==> src/lct_pkg.sv <==
// shared constants and types for the linear ccd timing controller
`default_nettype none
package lct_pkg;
	// clock and derived cycle counts
	localparam int CLK_NS          = 4;
	localparam int TG_RISE_DLY_NS  = 10;
	localparam int TG_TO_PG_NS     = 50;
	localparam int PG_WIDTH_NS     = 400;
	localparam int PG_TO_TG_NS     = 20;
	localparam int PG_TO_AB_NS     = 5;
	localparam int AB_WIDTH_NS     = 750;
	localparam int SHIFT_PERIOD_NS = 25;
	localparam int RG_HIGH_NS      = 5;
	// least times round up, the drain pulse rounds down
	localparam int TG_RISE_CYC = (TG_RISE_DLY_NS + CLK_NS - 1) / CLK_NS;
	localparam int TG_PG_CYC   = (TG_TO_PG_NS + CLK_NS - 1) / CLK_NS;
	localparam int PG_CYC      = (PG_WIDTH_NS + CLK_NS - 1) / CLK_NS;
	localparam int PG_TG_CYC   = (PG_TO_TG_NS + CLK_NS - 1) / CLK_NS;
	localparam int PG_AB_CYC   = (PG_TO_AB_NS + CLK_NS - 1) / CLK_NS;
	localparam int AB_CYC      = AB_WIDTH_NS / CLK_NS;
	localparam int HALF_CYC    = (SHIFT_PERIOD_NS + 2 * CLK_NS - 1) / (2 * CLK_NS);
	localparam int RG_CYC      = (RG_HIGH_NS + CLK_NS - 1) / CLK_NS;
	// line layout
	localparam int ACTIVE_PIX  = 1024;
	localparam int TRANS_PIX   = 2;
	localparam int LEAKY_PIX   = 2;
	localparam int IDX_W       = 12;
	localparam int VID_W       = 12;
	localparam int FIFO_DEPTH  = 16;

	typedef enum logic [1:0] {
		PIX_DARK   = 2'h0,
		PIX_LEAKY  = 2'h1,
		PIX_TRANS  = 2'h2,
		PIX_ACTIVE = 2'h3
	} lct_kind_t;

	typedef struct packed {
		lct_kind_t          kind;
		logic [IDX_W-1:0]   idx;
		logic [VID_W-1:0]   video;
	} lct_pix_t;

	typedef struct packed {
		logic tg;
		logic pg;
		logic ab;
		logic h1;
		logic h2;
		logic rg;
	} lct_pins_t;
endpackage
`default_nettype wire

==> src/lct_ctrl.sv <==
// pixel fifo and gate/shift clock sequencer for a two-phase linear ccd
//
// Notes on behaviour
// - transfer gate stays low whenever charge integrates or pixels shift.
// - before a transfer, shift clocks stop with phase one high, two low.
// - transfer gate rises only after shift clocks end, at least 10 ns.
// - photo gate rises after transfer gate is high, held 400 ns.
// - photo gate falls first; transfer gate falls 20 ns later.
// - antiblooming pulse lasts about 750 ns to reset the photodiodes.
// - after transfer, the two shift phases alternate, at most 40 MHz.
// - shift phases stay complementary; halves are equal unless a full buffer stalls phase one high.
// - phase edges switch in the same clock edge, crossing mid level.
// - the two dark pixels next to transition pixels are tagged unusable.
// - per-line active count matches the fitted array: 512, 1024 or 2048.
// - reset gate is low before every falling edge of phase one.
// - antiblooming stays low outside its pulse, so photodiodes collect.
`default_nettype none

module lct_fifo #(
	parameter int WIDTH = 8,
	parameter int DEPTH = 16
) (
	input  wire logic             clk,
	input  wire logic             rst,
	input  wire logic             in_valid,
	output var  logic             in_ready,
	input  wire logic [WIDTH-1:0] in_data,
	output var  logic             out_valid,
	input  wire logic             out_ready,
	output var  logic [WIDTH-1:0] out_data
);
	localparam int AW = $clog2(DEPTH);
	// refuse depths the wrapping pointers cannot serve
	if (DEPTH < 2 || (1 << AW) != DEPTH) begin : g_depth_chk
		$error("fifo depth must be a power of two");
	end

	typedef struct packed {
		logic [AW-1:0]    wr;
		logic [AW-1:0]    rd;
		logic [AW:0]      cnt;
		logic             ov;
		logic [WIDTH-1:0] od;
	} lct_fifo_st_t;

	lct_fifo_st_t     s_r;
	lct_fifo_st_t     s_nxt;
	logic [WIDTH-1:0] mem [DEPTH];
	logic             push;
	logic             to_mem;
	logic             from_mem;

	// storage plus a registered output word
	always_comb begin
		s_nxt    = s_r;
		in_ready = (s_r.cnt != (AW+1)'(DEPTH));
		push     = in_valid && in_ready;
		to_mem   = push;
		from_mem = 1'b0;
		if (!s_r.ov || out_ready) begin
			if (s_r.cnt != '0) begin
				from_mem = 1'b1;
				s_nxt.od = mem[s_r.rd];
				s_nxt.ov = 1'b1;
			end else if (push) begin
				to_mem   = 1'b0;
				s_nxt.od = in_data;
				s_nxt.ov = 1'b1;
			end else begin
				s_nxt.ov = 1'b0;
			end
		end
		if (to_mem)
			s_nxt.wr = s_r.wr + 1'b1;
		if (from_mem)
			s_nxt.rd = s_r.rd + 1'b1;
		s_nxt.cnt = s_r.cnt + (AW+1)'(to_mem) - (AW+1)'(from_mem);
		out_valid = s_r.ov;
		out_data  = s_r.od;
	end

	always_ff @(posedge clk or posedge rst) begin
		if (rst)
			s_r <= '0;
		else
			s_r <= s_nxt;
	end

	// storage array write port
	always_ff @(posedge clk) begin
		if (to_mem)
			mem[s_r.wr] <= in_data;
	end
endmodule

module lct_ctrl #(
	parameter int ACTIVE = lct_pkg::ACTIVE_PIX,
	parameter int DARK   = 8,
	parameter int TAIL   = 0
) (
	input  wire logic                        clk,
	input  wire logic                        rst,
	input  wire logic                        run,
	input  wire logic [lct_pkg::VID_W-1:0]   video_in,
	output var  logic                        transfer_gate_phase,
	output var  logic                        photo_gate_phase,
	output var  logic                        antiblooming_gate_phase,
	output var  logic                        shift_phase_one,
	output var  logic                        shift_phase_two,
	output var  logic                        output_reset_gate_phase,
	output var  logic                        pix_valid,
	input  wire logic                        pix_ready,
	output var  lct_pkg::lct_pix_t           pix_data
);
	localparam int LINE = DARK + 2 * lct_pkg::TRANS_PIX + ACTIVE + TAIL;
	// refuse line layouts the pixel counter cannot serve
	if (ACTIVE != 512 && ACTIVE != 1024 && ACTIVE != 2048) begin : g_act_chk
		$error("active pixel count must be 512, 1024 or 2048");
	end
	if (DARK < lct_pkg::LEAKY_PIX || TAIL < 0 || LINE >= (1 << lct_pkg::IDX_W)) begin : g_line_chk
		$error("line layout does not fit");
	end

	typedef enum logic [2:0] {
		ST_IDLE  = 3'b000,
		ST_TGDLY = 3'b001,
		ST_TGHI  = 3'b010,
		ST_PGHI  = 3'b011,
		ST_TGEND = 3'b100,
		ST_PIXA  = 3'b101,
		ST_PIXB  = 3'b110
	} lct_state_t;

	typedef struct packed {
		lct_state_t                st;
		logic [7:0]                cnt;
		logic [7:0]                ab_cnt;
		logic [lct_pkg::IDX_W-1:0] pix;
		lct_pkg::lct_pins_t        p;
		logic [lct_pkg::VID_W-1:0] sync1;
		logic [lct_pkg::VID_W-1:0] sync2;
		logic                      push;
		lct_pkg::lct_pix_t         word;
	} lct_ctrl_st_t;

	localparam lct_ctrl_st_t RST_ST = '{st: ST_IDLE, p: '{h1: 1'b1, default: 1'b0}, default: '0};

	lct_ctrl_st_t s_r;
	lct_ctrl_st_t s_nxt;
	logic         fifo_rdy;

	// position in the line to pixel kind
	function automatic lct_pkg::lct_kind_t kind_of(input logic [lct_pkg::IDX_W-1:0] i);
		int n;
		n = int'(i);
		if (n < DARK - lct_pkg::LEAKY_PIX)
			return lct_pkg::PIX_DARK;
		if (n < DARK)
			return lct_pkg::PIX_LEAKY;
		if (n < DARK + lct_pkg::TRANS_PIX)
			return lct_pkg::PIX_TRANS;
		if (n < DARK + lct_pkg::TRANS_PIX + ACTIVE)
			return lct_pkg::PIX_ACTIVE;
		if (n < DARK + 2 * lct_pkg::TRANS_PIX)
			return lct_pkg::PIX_TRANS;
		if (n < DARK + 2 * lct_pkg::TRANS_PIX + ACTIVE)
			return lct_pkg::PIX_TRANS;
		if (n < DARK + 2 * lct_pkg::TRANS_PIX + ACTIVE + lct_pkg::LEAKY_PIX)
			return lct_pkg::PIX_LEAKY;
		return lct_pkg::PIX_DARK;
	endfunction

	// sequencer: transfer, drain pulse, then pixel shifting
	always_comb begin
		s_nxt       = s_r;
		s_nxt.sync1 = video_in;
		s_nxt.sync2 = s_r.sync1;
		s_nxt.push  = s_r.push && !fifo_rdy; // a word the full buffer refused stays offered
		s_nxt.cnt   = s_r.cnt + 8'h01;
		if (s_r.ab_cnt != 8'h00)
			s_nxt.ab_cnt = s_r.ab_cnt - 8'h01;
		unique case (s_r.st)
			ST_IDLE: begin
				s_nxt.cnt = 8'h00;
				if (run)
					s_nxt.st = ST_TGDLY;
			end
			ST_TGDLY: begin
				if (s_r.cnt == 8'(lct_pkg::TG_RISE_CYC - 1)) begin
					s_nxt.st = ST_TGHI;
					s_nxt.cnt = 8'h00;
				end
			end
			ST_TGHI: begin
				if (s_r.cnt == 8'(lct_pkg::TG_PG_CYC - 1)) begin
					s_nxt.st = ST_PGHI;
					s_nxt.cnt = 8'h00;
				end
			end
			ST_PGHI: begin
				if (s_r.cnt == 8'(lct_pkg::PG_CYC - 1)) begin
					s_nxt.st = ST_TGEND;
					s_nxt.cnt = 8'h00;
				end
			end
			ST_TGEND: begin
				if (s_r.cnt == 8'(lct_pkg::PG_AB_CYC - 1))
					s_nxt.ab_cnt = 8'(lct_pkg::AB_CYC);
				if (s_r.cnt == 8'(lct_pkg::PG_TG_CYC - 1)) begin
					s_nxt.st = ST_PIXA;
					s_nxt.cnt = 8'h00;
					s_nxt.pix = '0;
				end
			end
			ST_PIXA: begin
				if (s_r.cnt == 8'h00 && !fifo_rdy)
					s_nxt.cnt = 8'h00; // stall with phase one high
				else if (s_r.cnt == 8'(lct_pkg::HALF_CYC - 1)) begin
					s_nxt.st = ST_PIXB;
					s_nxt.cnt = 8'h00;
				end
			end
			ST_PIXB: begin
				if (s_r.cnt == 8'(lct_pkg::HALF_CYC - 1)) begin
					s_nxt.cnt        = 8'h00;
					s_nxt.push       = 1'b1;
					s_nxt.word.video = s_r.sync2;
					s_nxt.word.idx   = s_r.pix;
					s_nxt.word.kind  = kind_of(s_r.pix);
					s_nxt.pix        = s_r.pix + 1'b1;
					if (s_r.pix == lct_pkg::IDX_W'(LINE - 1))
						s_nxt.st = ST_IDLE;
					else
						s_nxt.st = ST_PIXA;
				end
			end
			default: begin
				s_nxt.st = ST_IDLE;
			end
		endcase
		// pin levels follow the next state
		s_nxt.p.tg = (s_nxt.st == ST_TGHI) || (s_nxt.st == ST_PGHI) || (s_nxt.st == ST_TGEND);
		s_nxt.p.pg = (s_nxt.st == ST_PGHI);
		s_nxt.p.ab = (s_nxt.ab_cnt != 8'h00);
		s_nxt.p.h1 = (s_nxt.st != ST_PIXB);
		s_nxt.p.h2 = (s_nxt.st == ST_PIXB);
		s_nxt.p.rg = (s_nxt.st == ST_PIXA) && (s_nxt.cnt < 8'(lct_pkg::RG_CYC));
	end

	always_ff @(posedge clk or posedge rst) begin
		if (rst)
			s_r <= RST_ST;
		else
			s_r <= s_nxt;
	end

	lct_fifo #(
		.WIDTH ($bits(lct_pkg::lct_pix_t)),
		.DEPTH (lct_pkg::FIFO_DEPTH)
	) u_fifo (
		.clk       (clk),
		.rst       (rst),
		.in_valid  (s_r.push),
		.in_ready  (fifo_rdy),
		.in_data   (s_r.word),
		.out_valid (pix_valid),
		.out_ready (pix_ready),
		.out_data  (pix_data)
	);

	// pins straight from the state register
	assign transfer_gate_phase     = s_r.p.tg;
	assign photo_gate_phase        = s_r.p.pg;
	assign antiblooming_gate_phase = s_r.p.ab;
	assign shift_phase_one         = s_r.p.h1;
	assign shift_phase_two         = s_r.p.h2;
	assign output_reset_gate_phase = s_r.p.rg;
endmodule
`default_nettype wire

==> config.mk <==
export PLATFORM = sky130hd
export DESIGN_NAME = lct_ctrl
export DESIGN_NICKNAME = d
export VERILOG_FILES = /design/src/lct_pkg.sv /design/src/lct_ctrl.sv
export SDC_FILE = /design/constraint.sdc
export NUM_CORES = 1
export LEC_CHECK = 0
export ABC_AREA = 0
export BUFFER_PORTS_ARGS = -buffer_cell sky130_fd_sc_hd__clkbuf_2
export CORE_UTILIZATION = 25
export DETAILED_ROUTE_END_ITERATION = 10
export PLACE_DENSITY = 0.36
export SLEW_MARGIN = 25
export SYNTH_ARGS = -nofsm -noshare
export SYNTH_HDL_FRONTEND = slang
export SYNTH_SLANG_ARGS = --single-unit
==> constraint.sdc <==
create_clock -name clk -period 9.71 [get_ports clk]
set_input_delay 0.4855 -clock clk [delete_from_list [all_inputs] [get_ports clk]]
set_output_delay 0.4855 -clock clk [all_outputs]
set_load 0.03 [all_outputs]
==> results.md <==
Outcome:
- The flow ran to the end, but the final reports show violations.
- The checks that failed: hold timing.

Die:
- The area of the die is ~0.088 mm2.
- In this run the standard cell core region covers between 0.08 and 0.09 mm2.
- For this configuration, the core starts out at a cell density of around 25%.
- The I/O pin count is roughly 50.
- The floorplan has ~110 rows.
- The die width is between 200 and 300 um.
- In this run the vertical extent of the chip is a little under 300 um.

Worst setup path:
- Data on the critical path arrives at its endpoint at ~3.9 ns.
- The launching element type of the critical path is a register.
- The category of the most critical setup path is register to register.
- Of all nets on the critical path, the largest fanout is 28.
- The cell that appears most often on the critical path is ha_1.
- Grouping stages by cell kind, the critical path spends the most delay in adder cells.
- The delay contributed by the slowest stage of the critical path is ~0.6 ns.
- The critical path endpoint category is a register.
- The critical path goes through inv_1 -> ha_1 -> or4b_2 -> buf_4 -> and2_1 -> ha_1 -> inv_1 -> ha_1 -> fa_1 -> a21oi_1 -> nor2_1 -> nor2_1 -> xnor2_1.
- The slowest stage of the critical path belongs to the cell or4b_2.
- Data on the critical path is required at its endpoint by 10.28 ns.
- Counting both buffers and inverters, the worst setup path holds a total of 3.

Logic synthesis:
- The top cell type by area accounts for roughly 58% of the synthesized area.
- The synthesized instance count is 1219.
- The synthesized netlist devotes around 1.2% of its cell area to XOR and XNOR gates.
- The simple-gate share of the synthesized area is 6.71%.
- After synthesis, the largest family of logic cells by area is multiplexers.
- Yosys printed 0 warnings.
- edfxtp_1 takes more of the synthesized area than any other cell.
- For this run, asynchronously set or reset flops after synthesis account for approximately a quarter.
- Sequential cells were found to cover 72.4% of the synthesized design area.
- The synthesized design contains roughly 540 register bits.
- In the synthesized netlist the dominant register cell turns out to be edfxtp_1.
- In the post-synthesis netlist, the biggest area contributors are edfxtp_1, dfrtp_1, mux4_2, nand2_1, nor2_1.
- The unique cell type count in the Yosys netlist is 64.
- The number of nets handed over by synthesis was 1254.
- The arithmetic-cell share of the synthesized area counting full adders, half adders and majority gates is between 1 and 1.5%.
- The share of the synthesized area in compound gates (AO/OA/AOI/OAI) is between 2 and 2.5%.
- The number of enable-type register cells in the synthesized netlist is between 400 and 500.
- After synthesis the cells add up to 0.0217 mm2.
- The average instance in the mapped netlist occupies between 15 and 20 um2.
- Multiplexer cells account for 13.6% of the synthesized area.

CTS:
- The total clock buffers created by CTS is 61.
- The count of H-tree levels built during CTS is 2.
- The hold-fix buffer count after cts is 12.
- The number of buffers inserted by post-CTS setup repair is 0.
- The clock latency of the later-clocked register in the worst-skew pair is around 0.65 ns.
- The register clock-pin slew on the reported worst setup and hold paths is 0.06 ns.
- The longest clock path from root to sink contains 3 buffers.
- The root buffer cell chosen for the clock tree is clkbuf_16.
- The tree built by TritonCTS fans out to 544 sinks.
- The post-cts repair resize count is 0.
- TritonCTS built the clock tree.

Detailed routing:
- The wire length reported by the detailed router is a little under 60 mm.
- In this run the remaining antenna-violating nets after routing total 0.
- For this run, design rule violations remaining after detail routing come to 0.
- Across all layers, the routed design uses between 10000 and 15000 vias.
- The first detailed-routing pass took 4 iterations.
- In the routed layout, each cell is associated on average with a via count of ~4.4.
- The number of violations reported at the end of detailed-routing iteration 0 is approximately 650.
- In the final routed layout, each cell accounts on average for 23.4 um.

Layout:
- Compared with the post-synthesis result, the final layout area differs by 17.1%.
- In the layout the commonest cells are edfxtp_1, nand2_1, mux4_2, dfrtp_1, clkbuf_16.
- For this run, the post-layout net count is 1316.
- The area of all placed cells without fillers is 0.0254 mm2.
- The repair_antennas step left the layout with diodes totalling 0.
- The layout cell share with drive strength beyond 1 is between 20 and 30%.
- Fill cells in the final layout number about 8400.
- Leaving out fill and tap cells, the most frequent cell in the layout is edfxtp_1.

Pwr:
- The worst supply voltage drop on vdd is between 0.2 and 0.25 mV.
- Summing internal, switching and leakage power gives roughly 0.0058 W.
- For this design the ratio of total power to cell area is ~230 mW/mm2.
- In this run the static leakage power is about 9.8 nW.

Job:
- The number of maximum-capacitance constraint violations is 0.

GRT:
- The via count of the first global-routing pass is around 12000.
- Global routing used ~14% of the available tracks.
- The first global-routing pass estimated 85.0 mm of wire.
- Summed over all layers, the global routing overflow is 0.
- Entering global routing, the biggest net connects between 80 and 90 pins.
- The initial antenna violation count is 1.

Min path:
- The tightest min-delay check is of the input port to async pin type.

Placed design:
- The placed instances occupy a cell area of roughly 0.023 mm2.
- Once detailed placement completed, the half-perimeter wirelength came to around 31 mm.
- The number of port buffers is 48.
- The final RePlAce weighted congestion is ~0.70.
- The pre-CTS setup slack is roughly 6.4 ns.

STA:
- In the post-route analysis, the smallest setup slack over all paths is between 6 and 7 ns.
- The worst slew slack as a fraction of its limit is 40.2%.
- Static timing analysis puts the maximum clock frequency at ~0.30 GHz.
- Setup violations remaining at the end of the flow were counted as 0.
- At the pin with the least slew margin, the transition time is roughly 0.90 ns.
- The period utilization is about a third.
- The clock skew after layout is just over 0.03 ns.
- The worst-case hold slack is -0.00214 ns.
- The number of hold-slack violations in the final timing report is 1.
- The number of max-slew violations in the final report is 0.
- After layout, the minimum clock period comes to 3.32 ns.
- Setup repair after global routing left no endpoint under its margin.
- In the final timing run, aggregate negative setup slack is 0 ns.
## flip-flops by register name, indices dropped and copies added (netlist names)
name,count
u_fifo.mem,416
u_fifo.s_r,13
shift_phase_one,1
s_nxt,12
photo_gate_phase,1
u_fifo.out_valid,1
transfer_gate_phase,1
antiblooming_gate_phase,1
s_r,70
output_reset_gate_phase,1
shift_phase_two,1
u_fifo.out_data,26
## Yosys cell counts (2+ instances only)
| cell | instances |
|---|---|
| nor2_1 | 63 |
| nor2b_1 | 2 |
| a32oi_1 | 2 |
| o21ai_0 | 16 |
| and4_1 | 3 |
| mux4_2 | 130 |
| nand2_1 | 154 |
| nand2b_1 | 6 |
| nand4_1 | 12 |
| mux2i_1 | 2 |
| ha_1 | 18 |
| a41oi_1 | 2 |
| and2_1 | 13 |
| and4b_1 | 3 |
| nor3_1 | 3 |
| a21oi_1 | 11 |
| a211oi_1 | 2 |
| or3_1 | 5 |
| buf_2 | 17 |
| and3_1 | 2 |
| nor3b_1 | 3 |
| clkbuf_1 | 35 |
| nand4b_1 | 2 |
| buf_4 | 28 |
| nand3_1 | 11 |
| edfxtp_1 | 416 |
| a31oi_1 | 27 |
| buf_1 | 3 |
| xor2_1 | 12 |
| inv_1 | 25 |
| dfrtp_1 | 127 |
| xnor2_1 | 17 |
| nor4_1 | 10 |
| buf_6 | 7 |
## per-stage QoR
| stage | cells | hold WS, ns | utilization, % |
|---|---|---|---|
| 6_report | 2478 | -0.00214 | 29.7 |
| 5_1_grt | 2478 | 0.0721 | 29.7 |
| 4_1_cts | 2478 | 0.0280 | 29.7 |
| 3_5_place_dp | 2350 | 0.336 | 27.1 |
| 3_3_place_gp | 2350 | 0.331 | 27.1 |
| 2_1_floorplan | 1219 | 0.331 | - |
## cells by family (layout without fill, tap and decap cells)
| family | Yosys count | count (layout) |
|---|---|---|
| compound gates | 72 | 72 |
| simple gates | 306 | 306 |
| mux | 133 | 133 |
| fa+ha+maj | 19 | 19 |
| xor+xnor | 29 | 29 |
| flops | 544 | 544 |
| buf+inv | 116 | 231 |
## metal layers
layer	up-vias	part of all wire, %	GRT usage [%]
li1	4809	-	-
met1	5836	46	18.8
met2	193	48	22.2
met3	77	3.9	2.37
met4	0	1.7	3.13
met5	-	0	0
## area by class of cell
cell class | count | area (um2) | area share, %
sequential | 544 | 15700 | 61.8
multi-input combinational | 559 | 5460 | 21.5
clock buffer | 89 | 1740 | 6.86
tap | 1144 | 1430 | 5.64
timing repair buffer | 89 | 594 | 2.34
clock inverter | 27 | 360 | 1.42
inverter | 26 | 103 | 0.404
## report_power, final
part | switching, W | internal [W] | leakage (nW)
Combinational | 0.000424 | 0.000302 | 2.34
Clock | 0.000971 | 0.00143 | 1.02
Sequential | 0.000145 | 0.00253 | 6.46
Total | 0.00154 | 0.00426 | 9.82
## final timing paths
kind,startpoint,to,slack (ns),cells after the start
max,u_fifo.s_r[30],u_fifo.s_r[31],6.39,13
min,rst,s_r[70],-0.002,2
max reg2reg,u_fifo.s_r[30],u_fifo.s_r[31],6.39,13
min reg2reg,s_nxt[33],s_r[33],0.35,0
max in group asynchronous,rst,u_fifo.out_data[11],8.45,3
min in group clk,s_nxt[33],s_r[33],0.35,0
Note: power is estimated with default switching activity, not from simulation.
